==> src/sws_consts.svh <==
// Purpose: constants for the status word store unit
// Assumes: 16-bit data, 16-bit addresses
// Notes:   direct page forced to zero on status stores
`ifndef SWS_CONSTS_SVH
`define SWS_CONSTS_SVH

`define SWS_OPC_HI       7'h3C
`define SWS_OPC_ZERO     1'b0
`define SWS_OPC_ONE      1'b1
`define SWS_IND_BIT      7
`define SWS_OFS_W        7
`define SWS_PAGE_ZERO    9'h000
`define SWS_ST0_ARP_LSB  13
`define SWS_ST0_OV_BIT   12
`define SWS_ST0_OVM_BIT  11
`define SWS_ST0_ONE_BIT  10
`define SWS_ST0_GLOBAL_IRQ_MASK_BIT 9
`define SWS_ST1_ARB_LSB  13
`define SWS_ST1_CNF_BIT  12
`define SWS_ST1_TC_BIT   11
`define SWS_ST1_SXM_BIT  10
`define SWS_ST1_C_BIT    9
`define SWS_ST1_ONE_BIT  8
`define SWS_ST1_RAM_CONFIG_HIGH_BIT 7
`define SWS_ST1_HM_BIT   6
`define SWS_ST1_FSM_BIT  5
`define SWS_ST1_XF_BIT   4
`define SWS_ST1_FO_BIT   3
`define SWS_ST1_TXM_BIT  2

`endif

==> src/sws_pkg.sv <==
// Purpose: types for the status word store unit
// Assumes: nothing
// Notes:   one-hot state codes
package sws_pkg;
    typedef enum logic [1:0] {
        SWS_IDLE  = 2'b01,
        SWS_WRITE = 2'b10
    } sws_state_t;
endpackage

==> src/sws_st0_pack.sv <==
// Purpose: builds the status word zero memory image
// Assumes: fields already registered by the core
// Notes:   combinational
`timescale 1ns/1ps
`include "sws_consts.svh"
module sws_st0_pack (
    // Fields
    input  wire logic [2:0]  arp_i,
    input  wire logic        ov_i,
    input  wire logic        ovm_i,
    input  wire logic        global_irq_mask_i,
    input  wire logic [8:0]  dp_i,
    // Image
    output logic      [15:0] word_o
);
    always_comb begin
        word_o = 16'h0000;
        word_o[`SWS_ST0_ARP_LSB +: 3] = arp_i;
        word_o[`SWS_ST0_OV_BIT]       = ov_i;
        word_o[`SWS_ST0_OVM_BIT]      = ovm_i;
        word_o[`SWS_ST0_ONE_BIT]      = 1'b1;
        word_o[`SWS_ST0_GLOBAL_IRQ_MASK_BIT]     = global_irq_mask_i;
        word_o[8:0]                   = dp_i;
    end
endmodule // sws_st0_pack

==> src/sws_st1_pack.sv <==
// Purpose: builds the status word one memory image
// Assumes: fields already registered by the core
// Notes:   TWO_BIT_CNF selects the two-bit RAM configuration variant
`timescale 1ns/1ps
`include "sws_consts.svh"
module sws_st1_pack #(
    parameter bit TWO_BIT_CNF = 1'b0
) (
    // Fields
    input  wire logic [2:0]  arb_i,
    input  wire logic [1:0]  cnf_i,
    input  wire logic        tc_i,
    input  wire logic        sxm_i,
    input  wire logic        c_i,
    input  wire logic        hm_i,
    input  wire logic        fsm_i,
    input  wire logic        xf_i,
    input  wire logic        fo_i,
    input  wire logic        txm_i,
    input  wire logic [1:0]  pm_i,
    // Image
    output logic      [15:0] word_o
);
    always_comb begin
        word_o = 16'h0000;
        word_o[`SWS_ST1_ARB_LSB +: 3] = arb_i;
        word_o[`SWS_ST1_CNF_BIT]      = cnf_i[0];
        word_o[`SWS_ST1_TC_BIT]       = tc_i;
        word_o[`SWS_ST1_SXM_BIT]      = sxm_i;
        word_o[`SWS_ST1_C_BIT]        = c_i;
        word_o[`SWS_ST1_ONE_BIT]      = 1'b1;
        word_o[`SWS_ST1_RAM_CONFIG_HIGH_BIT]     = TWO_BIT_CNF ? cnf_i[1] : 1'b1;
        word_o[`SWS_ST1_HM_BIT]       = hm_i;
        word_o[`SWS_ST1_FSM_BIT]      = fsm_i;
        word_o[`SWS_ST1_XF_BIT]       = xf_i;
        word_o[`SWS_ST1_FO_BIT]       = fo_i;
        word_o[`SWS_ST1_TXM_BIT]      = txm_i;
        word_o[1:0]                   = pm_i;
    end
endmodule // sws_st1_pack

==> src/sws_store_unit.sv <==
// Purpose: executes the two status-store instructions
// Assumes: one instruction offered per valid pulse, status fields stable
// Notes:   the page pointer is only read, never written here
`timescale 1ns/1ps
`include "sws_consts.svh"
module sws_store_unit #(
    parameter bit TWO_BIT_CNF = 1'b0
) (
    // Clock and reset
    input  wire logic        sys_clk_i,
    input  wire logic        resetn_i,
    // Instruction
    input  wire logic        instr_valid_i,
    input  wire logic [15:0] instr_i,
    // Address source
    input  wire logic [15:0] aux_reg_i,
    // Status word zero fields
    input  wire logic [2:0]  arp_i,
    input  wire logic        ov_i,
    input  wire logic        ovm_i,
    input  wire logic        global_irq_mask_i,
    input  wire logic [8:0]  dp_i,
    // Status word one fields
    input  wire logic [2:0]  arb_i,
    input  wire logic [1:0]  cnf_i,
    input  wire logic        tc_i,
    input  wire logic        sxm_i,
    input  wire logic        c_i,
    input  wire logic        hm_i,
    input  wire logic        fsm_i,
    input  wire logic        xf_i,
    input  wire logic        fo_i,
    input  wire logic        txm_i,
    input  wire logic [1:0]  pm_i,
    // Data memory write
    output logic             mem_we_o,
    output logic      [15:0] mem_addr_o,
    output logic      [15:0] mem_data_o,
    // Status
    output logic             busy_o
);
    // ****************************************
    // Decode
    // ****************************************
    logic        is_store;
    logic        sel_one;
    logic        indirect;
    logic [15:0] st0_word;
    logic [15:0] st1_word;
    logic [15:0] addr_calc;

    logic        opc_match;
    logic        sel_zero;

    // Opcode field and word select
    always_comb begin
        opc_match = instr_i[15:9] == `SWS_OPC_HI;
        sel_zero  = instr_i[8] == `SWS_OPC_ZERO;
    end

    always_comb begin
        is_store = instr_valid_i && opc_match;
        sel_one  = instr_i[8] == `SWS_OPC_ONE;
        indirect = instr_i[`SWS_IND_BIT];
        if (indirect) begin
            addr_calc = aux_reg_i;
        end else begin
            addr_calc = {`SWS_PAGE_ZERO, instr_i[`SWS_OFS_W-1:0]};
        end
    end

    sws_st0_pack u_st0 (
        .arp_i  (arp_i),
        .ov_i   (ov_i),
        .ovm_i  (ovm_i),
        .global_irq_mask_i (global_irq_mask_i),
        .dp_i   (dp_i),
        .word_o (st0_word)
    );

    sws_st1_pack #(.TWO_BIT_CNF(TWO_BIT_CNF)) u_st1 (
        .arb_i  (arb_i),
        .cnf_i  (cnf_i),
        .tc_i   (tc_i),
        .sxm_i  (sxm_i),
        .c_i    (c_i),
        .hm_i   (hm_i),
        .fsm_i  (fsm_i),
        .xf_i   (xf_i),
        .fo_i   (fo_i),
        .txm_i  (txm_i),
        .pm_i   (pm_i),
        .word_o (st1_word)
    );

    // ****************************************
    // Write sequencing
    // ****************************************
    sws_pkg::sws_state_t state_reg;
    sws_pkg::sws_state_t state_next;
    logic                we_reg;
    logic                we_next;
    logic [15:0]         addr_reg;
    logic [15:0]         addr_next;
    logic [15:0]         data_reg;
    logic [15:0]         data_next;
    logic                busy_reg;
    logic                busy_next;

    always_comb begin
        state_next = state_reg;
        we_next    = 1'b0;
        busy_next  = 1'b0;
        addr_next  = addr_reg;
        data_next  = data_reg;
        case (state_reg)
            sws_pkg::SWS_IDLE: begin
                if (is_store) begin
                    we_next    = 1'b1;
                    busy_next  = 1'b1;
                    addr_next  = addr_calc;
                    data_next  = sel_one ? st1_word : st0_word;
                    state_next = sws_pkg::SWS_WRITE;
                end
            end
            sws_pkg::SWS_WRITE: begin
                state_next = sws_pkg::SWS_IDLE;
            end
            default: begin
                state_next = sws_pkg::SWS_IDLE;
            end
        endcase
    end

    always_ff @(posedge sys_clk_i) begin
        if (!resetn_i) begin
            state_reg <= sws_pkg::SWS_IDLE;
            we_reg    <= 1'b0;
            busy_reg  <= 1'b0;
            addr_reg  <= 16'h0000;
            data_reg  <= 16'h0000;
        end else begin
            state_reg <= state_next;
            we_reg    <= we_next;
            busy_reg  <= busy_next;
            addr_reg  <= addr_next;
            data_reg  <= data_next;
        end
    end

    // Page pointer is an input only, so it cannot be altered
    assign mem_we_o   = we_reg;
    assign mem_addr_o = addr_reg;
    assign mem_data_o = data_reg;
    assign busy_o     = busy_reg;

    // ****************************************
    // Checks
    // ****************************************
    store_pulse_a: assert property (@(posedge sys_clk_i) disable iff (!resetn_i)
        $rose(state_reg == sws_pkg::SWS_WRITE) |-> mem_we_o)
        else $error("store did not raise write enable");
    st0_data_a: assert property (@(posedge sys_clk_i) disable iff (!resetn_i)
        (state_reg == sws_pkg::SWS_IDLE && is_store && !sel_one)
        |=> mem_data_o == $past(st0_word))
        else $error("word zero image not stored");
    st1_data_a: assert property (@(posedge sys_clk_i) disable iff (!resetn_i)
        (state_reg == sws_pkg::SWS_IDLE && is_store && sel_one)
        |=> mem_data_o == $past(st1_word))
        else $error("word one image not stored");
    direct_page_a: assert property (@(posedge sys_clk_i) disable iff (!resetn_i)
        (state_reg == sws_pkg::SWS_IDLE && is_store && !indirect)
        |=> mem_addr_o[15:7] == 9'h000)
        else $error("direct store not on page zero");
    direct_ofs_a: assert property (@(posedge sys_clk_i) disable iff (!resetn_i)
        (state_reg == sws_pkg::SWS_IDLE && is_store && !indirect)
        |=> mem_addr_o[6:0] == $past(instr_i[6:0]))
        else $error("direct offset wrong");
    indirect_addr_a: assert property (@(posedge sys_clk_i) disable iff (!resetn_i)
        (state_reg == sws_pkg::SWS_IDLE && is_store && indirect)
        |=> mem_addr_o == $past(aux_reg_i))
        else $error("indirect address wrong");
    st0_layout_a: assert property (@(posedge sys_clk_i) disable iff (!resetn_i)
        st0_word == {arp_i, ov_i, ovm_i, 1'b1, global_irq_mask_i, dp_i})
        else $error("word zero layout wrong");
    st1_layout_a: assert property (@(posedge sys_clk_i) disable iff (!resetn_i)
        st1_word[15:8] == {arb_i, cnf_i[0], tc_i, sxm_i, c_i, 1'b1}
        && st1_word[6:0] == {hm_i, fsm_i, xf_i, fo_i, txm_i, pm_i})
        else $error("word one layout wrong");
    cnf_high_a: assert property (@(posedge sys_clk_i) disable iff (!resetn_i)
        st1_word[7] == (TWO_BIT_CNF ? cnf_i[1] : 1'b1))
        else $error("bit 7 of word one wrong");
    single_write_a: assert property (@(posedge sys_clk_i) disable iff (!resetn_i)
        mem_we_o |=> !mem_we_o)
        else $error("write held longer than one cycle");

    reset_quiet_a: assert property (@(posedge sys_clk_i)
        !resetn_i |=> !mem_we_o && !busy_o)
        else $error("outputs active after reset");
    take_strobe_a: assert property (@(posedge sys_clk_i) disable iff (!resetn_i)
        (state_reg == sws_pkg::SWS_IDLE && is_store) |=> mem_we_o)
        else $error("taken store gave no strobe");
    no_spurious_a: assert property (@(posedge sys_clk_i) disable iff (!resetn_i)
        !(state_reg == sws_pkg::SWS_IDLE && is_store) |=> !mem_we_o)
        else $error("strobe without a taken store");
    refuse_busy_a: assert property (@(posedge sys_clk_i) disable iff (!resetn_i)
        (busy_o && instr_valid_i) |=> !mem_we_o)
        else $error("store taken while busy");
    other_opc_a: assert property (@(posedge sys_clk_i) disable iff (!resetn_i)
        (instr_valid_i && !opc_match) |=> !mem_we_o)
        else $error("foreign opcode stored");
    busy_track_a: assert property (@(posedge sys_clk_i) disable iff (!resetn_i)
        busy_o == mem_we_o)
        else $error("busy and strobe disagree");
    busy_single_a: assert property (@(posedge sys_clk_i) disable iff (!resetn_i)
        busy_o |=> !busy_o)
        else $error("busy held longer than one cycle");
    hold_addr_a: assert property (@(posedge sys_clk_i) disable iff (!resetn_i)
        !(state_reg == sws_pkg::SWS_IDLE && is_store)
        |=> $stable(mem_addr_o) && $stable(mem_data_o))
        else $error("address or data moved without a store");
    state_onehot_a: assert property (@(posedge sys_clk_i) disable iff (!resetn_i)
        $onehot(state_reg))
        else $error("state not one-hot");
    st0_page_a: assert property (@(posedge sys_clk_i) disable iff (!resetn_i)
        (state_reg == sws_pkg::SWS_IDLE && is_store && sel_zero)
        |=> mem_data_o[8:0] == $past(dp_i))
        else $error("stored page pointer differs from its register");
    st0_one_a: assert property (@(posedge sys_clk_i) disable iff (!resetn_i)
        st0_word[`SWS_ST0_ONE_BIT] == 1'b1)
        else $error("word zero fixed one missing");
    st1_one_a: assert property (@(posedge sys_clk_i) disable iff (!resetn_i)
        st1_word[`SWS_ST1_ONE_BIT] == 1'b1)
        else $error("word one fixed one missing");
    st1_cnf_low_a: assert property (@(posedge sys_clk_i) disable iff (!resetn_i)
        st1_word[`SWS_ST1_CNF_BIT] == cnf_i[0])
        else $error("bit 12 of word one wrong");
    ind_full_a: assert property (@(posedge sys_clk_i) disable iff (!resetn_i)
        (state_reg == sws_pkg::SWS_IDLE && is_store && indirect && aux_reg_i[15:7] != 9'h000)
        |=> mem_addr_o[15:7] != 9'h000)
        else $error("indirect address was page forced");

    direct_cov_c: cover property (@(posedge sys_clk_i) mem_we_o && mem_addr_o[15:7] == 9'h000);
    refuse_cov_c: cover property (@(posedge sys_clk_i) busy_o && instr_valid_i && opc_match);
    st0_cov_c: cover property (@(posedge sys_clk_i)
        (state_reg == sws_pkg::SWS_IDLE && is_store && sel_zero) ##1 mem_we_o);
    st1_cov_c: cover property (@(posedge sys_clk_i)
        (state_reg == sws_pkg::SWS_IDLE && is_store && sel_one) ##1 mem_we_o);
    ind_cov_c: cover property (@(posedge sys_clk_i)
        (state_reg == sws_pkg::SWS_IDLE && is_store && indirect) ##1 mem_we_o);
endmodule // sws_store_unit

==> config.mk <==
export PLATFORM = sky130hd
export DESIGN_NAME = sws_store_unit
export DESIGN_NICKNAME = d
export VERILOG_FILES = /design/src/sws_pkg.sv /design/src/sws_st0_pack.sv /design/src/sws_st1_pack.sv /design/src/sws_store_unit.sv
export VERILOG_INCLUDE_DIRS = /design/src
export SDC_FILE = /design/constraint.sdc
export NUM_CORES = 1
export LEC_CHECK = 0
export BUFFER_PORTS_ARGS = -buffer_cell sky130_fd_sc_hd__clkbuf_2
export CAP_MARGIN = 20
export CELL_PAD_IN_SITES_DETAIL_PLACEMENT = 1
export CELL_PAD_IN_SITES_GLOBAL_PLACEMENT = 2
export CORE_MARGIN = 2
export CORE_UTILIZATION = 22
export CTS_BUF_LIST = sky130_fd_sc_hd__clkbuf_4 sky130_fd_sc_hd__clkbuf_8
export DETAILED_ROUTE_END_ITERATION = 8
export GPL_TIMING_DRIVEN = 0
export PLACE_DENSITY_LB_ADDON = 0.12
export SKIP_CTS_REPAIR_TIMING = 1
export SYNTH_ARGS = -nofsm -noshare
export SYNTH_HDL_FRONTEND = slang
export SYNTH_SLANG_ARGS = --single-unit
==> constraint.sdc <==
create_clock -name sys_clk_i -period 1.84 [get_ports sys_clk_i]
set_input_delay 0.46 -clock sys_clk_i [delete_from_list [all_inputs] [get_ports sys_clk_i]]
set_output_delay 0.46 -clock sys_clk_i [all_outputs]
set_load 0.005 [all_outputs]
Yosys cells after proc, flatten, opt, wreduce, memory -nomap -nowiden
Index checks and enable logic that the tools add are counted.

storage, ports and cells
  output and inout bits = 34
  logic and storage cells = 12
  bits of input ports = 65
  register bits = 35

cells by class
  muxes and demuxes = 3
  eq/ne operators = 2
  reduce and logical (&&, ||, !) cells = 3

operators with widths
  cell                  count
  $mux W16              2
  $eq A7 B6 Y1 const B  1
  $reduce_and A2 Y1     2
  $eq A2 B1 Y1 const B  1
  $logic_and A1 B1 Y1   1
  $mux W1               1

Longest topological paths before layout
  word-level depth = 3
  depth in mapped cells = 5
  gate-level depth less buffers = 3

Cells and area by module
From an unflattened synthesis, not the netlist that was laid out.

unflattened totals
  cell total of the unflattened synthesis = 213
  area, all modules = 1,943.1 µm²

modules (own cells, without submodules)
  module          cells each  instances  area an instance (µm²)  seq. area each (µm²)
  sws_store_unit  179         1          1,695.4                 700.7
  sws_st0_pack    17          1          123.9                   0.0
  sws_st1_pack    17          1          123.9                   0.0

Least setup slack after synthesis
OpenSTA, ideal clock, no wires.

  kind = in2reg
  from = input port instr_i[10]
  to = register data_reg[7] (netlist: mem_data_o[7])
  slack = 0.040 ns
  data arrival time = 1.678 ns
  library setup time = 0.122 ns
  stages = 5
  required time = 1.718 ns
  buffers on the path = 2
  path through = or4b_1 -> or3_1 -> buf_6 -> buf_12 -> mux2i_1

between the ends
  longest elaborated chain between the ends = 3

ends and longest elaborated chain
  element                      RTL line               RTL
  from (decl)                  sws_store_unit.sv:14   input wire logic [15:0] instr_i,
  $eq A7 B6 Y1 (no line)       --
  $logic_and A1 B1 Y1          sws_store_unit.sv:62   is_store = instr_valid_i && opc_match;
  $reduce_and A2 Y1 (no line)  --
  to (signal assigned)         sws_store_unit.sv:147  data_reg <= data_next;
  to (decl)                    sws_store_unit.sv:105  logic [15:0] data_reg;

No other way between the ends.
A chain may end at the register's enable or synchronous reset.

Worst setup path in the final report
  from = register state_reg[1]
  to = register data_reg[10] (netlist: mem_data_o[10])

between the ends
  longest elaborated chain between the ends = 2

ends and longest elaborated chain
  element                      RTL line               RTL
  from (decl)                  sws_store_unit.sv:99   sws_pkg::sws_state_t state_reg;
  from (signal assigned)       sws_store_unit.sv:137  state_reg <= sws_pkg::SWS_IDLE;
  from (signal assigned)       sws_store_unit.sv:143  state_reg <= state_next;
  $eq A2 B1 Y1                 sws_store_unit.sv:116  case (state_reg)
  $reduce_and A2 Y1 (no line)  --

No other way between the ends.

==> results by group <==
Drt
  • Final ANT Viol Nets: 0
  • Drc violations: 0
  • DR vias/cell: 4.15
  • DRT iter0 DRCs: 14
  • Via count: 1566
  • Detail-routed net length per standard cell: 12.9 um
  • Final WL: 4870 um
  • Drt first pass iters: 2

Clock network
  • Clk_lat worst skew: 0.28 ns
  • Root Buffer: clkbuf_8
  • CTS Buf Count: 5
  • Clock Sinks: 35
  • Clock Tree Buf Depth: 2
  • Clk slew on worst S/H paths: 0.07 ns
  • CTS tree: built
  • Clock H-tree levels: 2

Cells and area
  • Register area: 701 um2
  • Final net count: 342
  • # diodes: 0
  • Footprint of the multi-input gates: 856 um2
  • Post-route core utilization: 32.4%
  • Filler cells: 905
  • Layout cells sized above 1: 46.0%
  • Area delta synth->final: 42.3%

Place
  • GPL Wtd Cong: 0.650
  • PortBufs: 94
  • DP HPWL: 3730 um

Floorplan
  • Height of the die: 90.9 um
  • DIE AREA: 0.00827 mm2
  • Die W: 90.9 um
  • Ports: 99
  • Std cell rows: 31
  • Initial cell density of the core: 22.8%
  • Core ar.: 0.00729 mm2

Timing
  • Final Cycle Share: 95.4%
  • Final worst path period need: 1.75 ns
  • RSZ-0062 raised after global routing: false
  • Setup TNS: 0 ns
  • Slew @ Worst Pin: 0.527 ns
  • Final setup viols: 0
  • Worst slew margin: 64.9%
  • FMAX: 570 MHz
  • Final hold violations: 0
  • Slew Viols, Final: 0
  • Clk_skew: 0.00424 ns

Pwr
  • P per Cell Area: 661 mW/mm2
  • Leakage power: 1.22 nW
  • Maximum VDD drop: 0.000193 V

Critical path
  • CP required: 2.00 ns
  • Worst Path Max Fanout: 10
  • Worst setup SP type: flop
  • Crit end category: flop
  • R2r setup slk: 0.09 ns
  • Setup CP Type: reg -> reg
  • Crit path DAT: 1.92 ns

Logic synthesis
  • Number of enable flip-flop cells after synthesis: 0
  • Warnings, synthesis: 0
  • Asr flop ratio synth: 0%
  • Yosys reg bits: 35
  • Syn Area/Cell: 9.45 um2
  • Mapped cell area: 0.00166 mm2
  • Yosys cell types: 17
  • Post-synthesis cell count: 176
  • Post-synthesis sequential area ratio: 42.1%
  • Synth Flop Type: dfxtp_1
  • Syn_nets: 241

Global route
  • Initial antenna violation count: 0
  • Gr usage total: 12.1%
  • Total gr overflow: 0
  • First-pass GRT wire length: 7940 um
  • Vias in the first global route: 1595
  • Pin count of the biggest net entering global routing: 11

Worst hold path
  • HP Class: in -> reg

Run
  • Max_cap viols: 0

Run status
  • Status: completed
## final cells by class
type,instances,share of cell area (%)
tap,99,5.24
timing repair buffer,94,19.9
buffer,16,4.55
sequential,35,29.6
clock buffer,8,4.39
inverter,1,0.159
multi-input combinational,124,36.2
## placed cells by master, fill, tap and decap left out
master    instances
buf_4             2
clkbuf_4          1
nand3_1           9
dfxtp_1          35
clkbuf_8          7
o21ai_0           3
buf_1             4
nand4b_1          1
mux2_2           20
or3_1             1
clkbuf_2         94
mux2i_1          32
nor3_2            1
and2_1            2
nand2_1          54
inv_1             1
clkbuf_1          7
buf_12            2
or4b_1            1
buf_6             1
## worst max-delay path, cell delays in order, from the launching register on
cell	delay, ns
dfxtp_1	0.30
or4b_1	0.57
or3_1	0.35
buf_6	0.15
buf_12	0.15
mux2i_1	0.12
## cell usage after synthesis (2+ instances only)
cell type   n  area [um2]
nand3_1     9        45.0
buf_4       2        15.0
mux2_2     20         225
nand2_1    54         203
buf_12      2        40.0
clkbuf_1    7        26.3
mux2i_1    32         320
o21ai_0     3        15.0
buf_1       4        15.0
and2_1      2        12.5
dfxtp_1    35         701
## per-layer routing
layer  track usage, %  part of all wire, %
met5                0                    0
met4             4.67                  1.3
met3             3.90                  6.5
met2             20.2                   48
met1             14.3                   45
## stage by stage
stage	hold WS, ns	instances	cell area (um2)	setup slack [ns]	power, mW
floorplan	0.451	176	1660	0.0403	0.867
global route	0.411	377	2370	0.0177	1.65
detailed placement	0.448	369	2260	-0.215	0.953
global placement	0.443	369	2260	-0.203	0.953
finish	0.415	377	2370	0.0855	1.56
CTS	0.404	377	2360	0.00759	1.60
## power by group
group | switching [mW] | total (mW) | internal (mW)
Combinational | 0.0770 | 0.173 | 0.0955
Sequential | 0.000767 | 0.759 | 0.759
Clock | 0.276 | 0.632 | 0.357
Total | 0.354 | 1.56 | 1.21
## cell families (layout without fill, tap and decap cells)
| logic type | count (synthesis) | in the layout | synth area share, % |
|---|---|---|---|
| AND/OR/NAND/NOR | 69 | 69 | 17.5 |
| multiplexers | 52 | 52 | 32.8 |
| flip-flops | 35 | 35 | 42.1 |
| buffers and inverters | 17 | 119 | 6.70 |
| AO/OA/AOI/OAI | 3 | 3 | 0.903 |
## worst paths after layout
kind	start	endpoint	cells past startpoint
setup / recovery	state_reg[1]	mem_data_o[10]	5
hold / removal	aux_reg_i[7]	mem_addr_o[7]	3
setup reg to reg	state_reg[1]	mem_data_o[10]	5
hold reg to reg	mem_data_o[0]	mem_data_o[0]	2
Power figures use the tool's default switching activity.
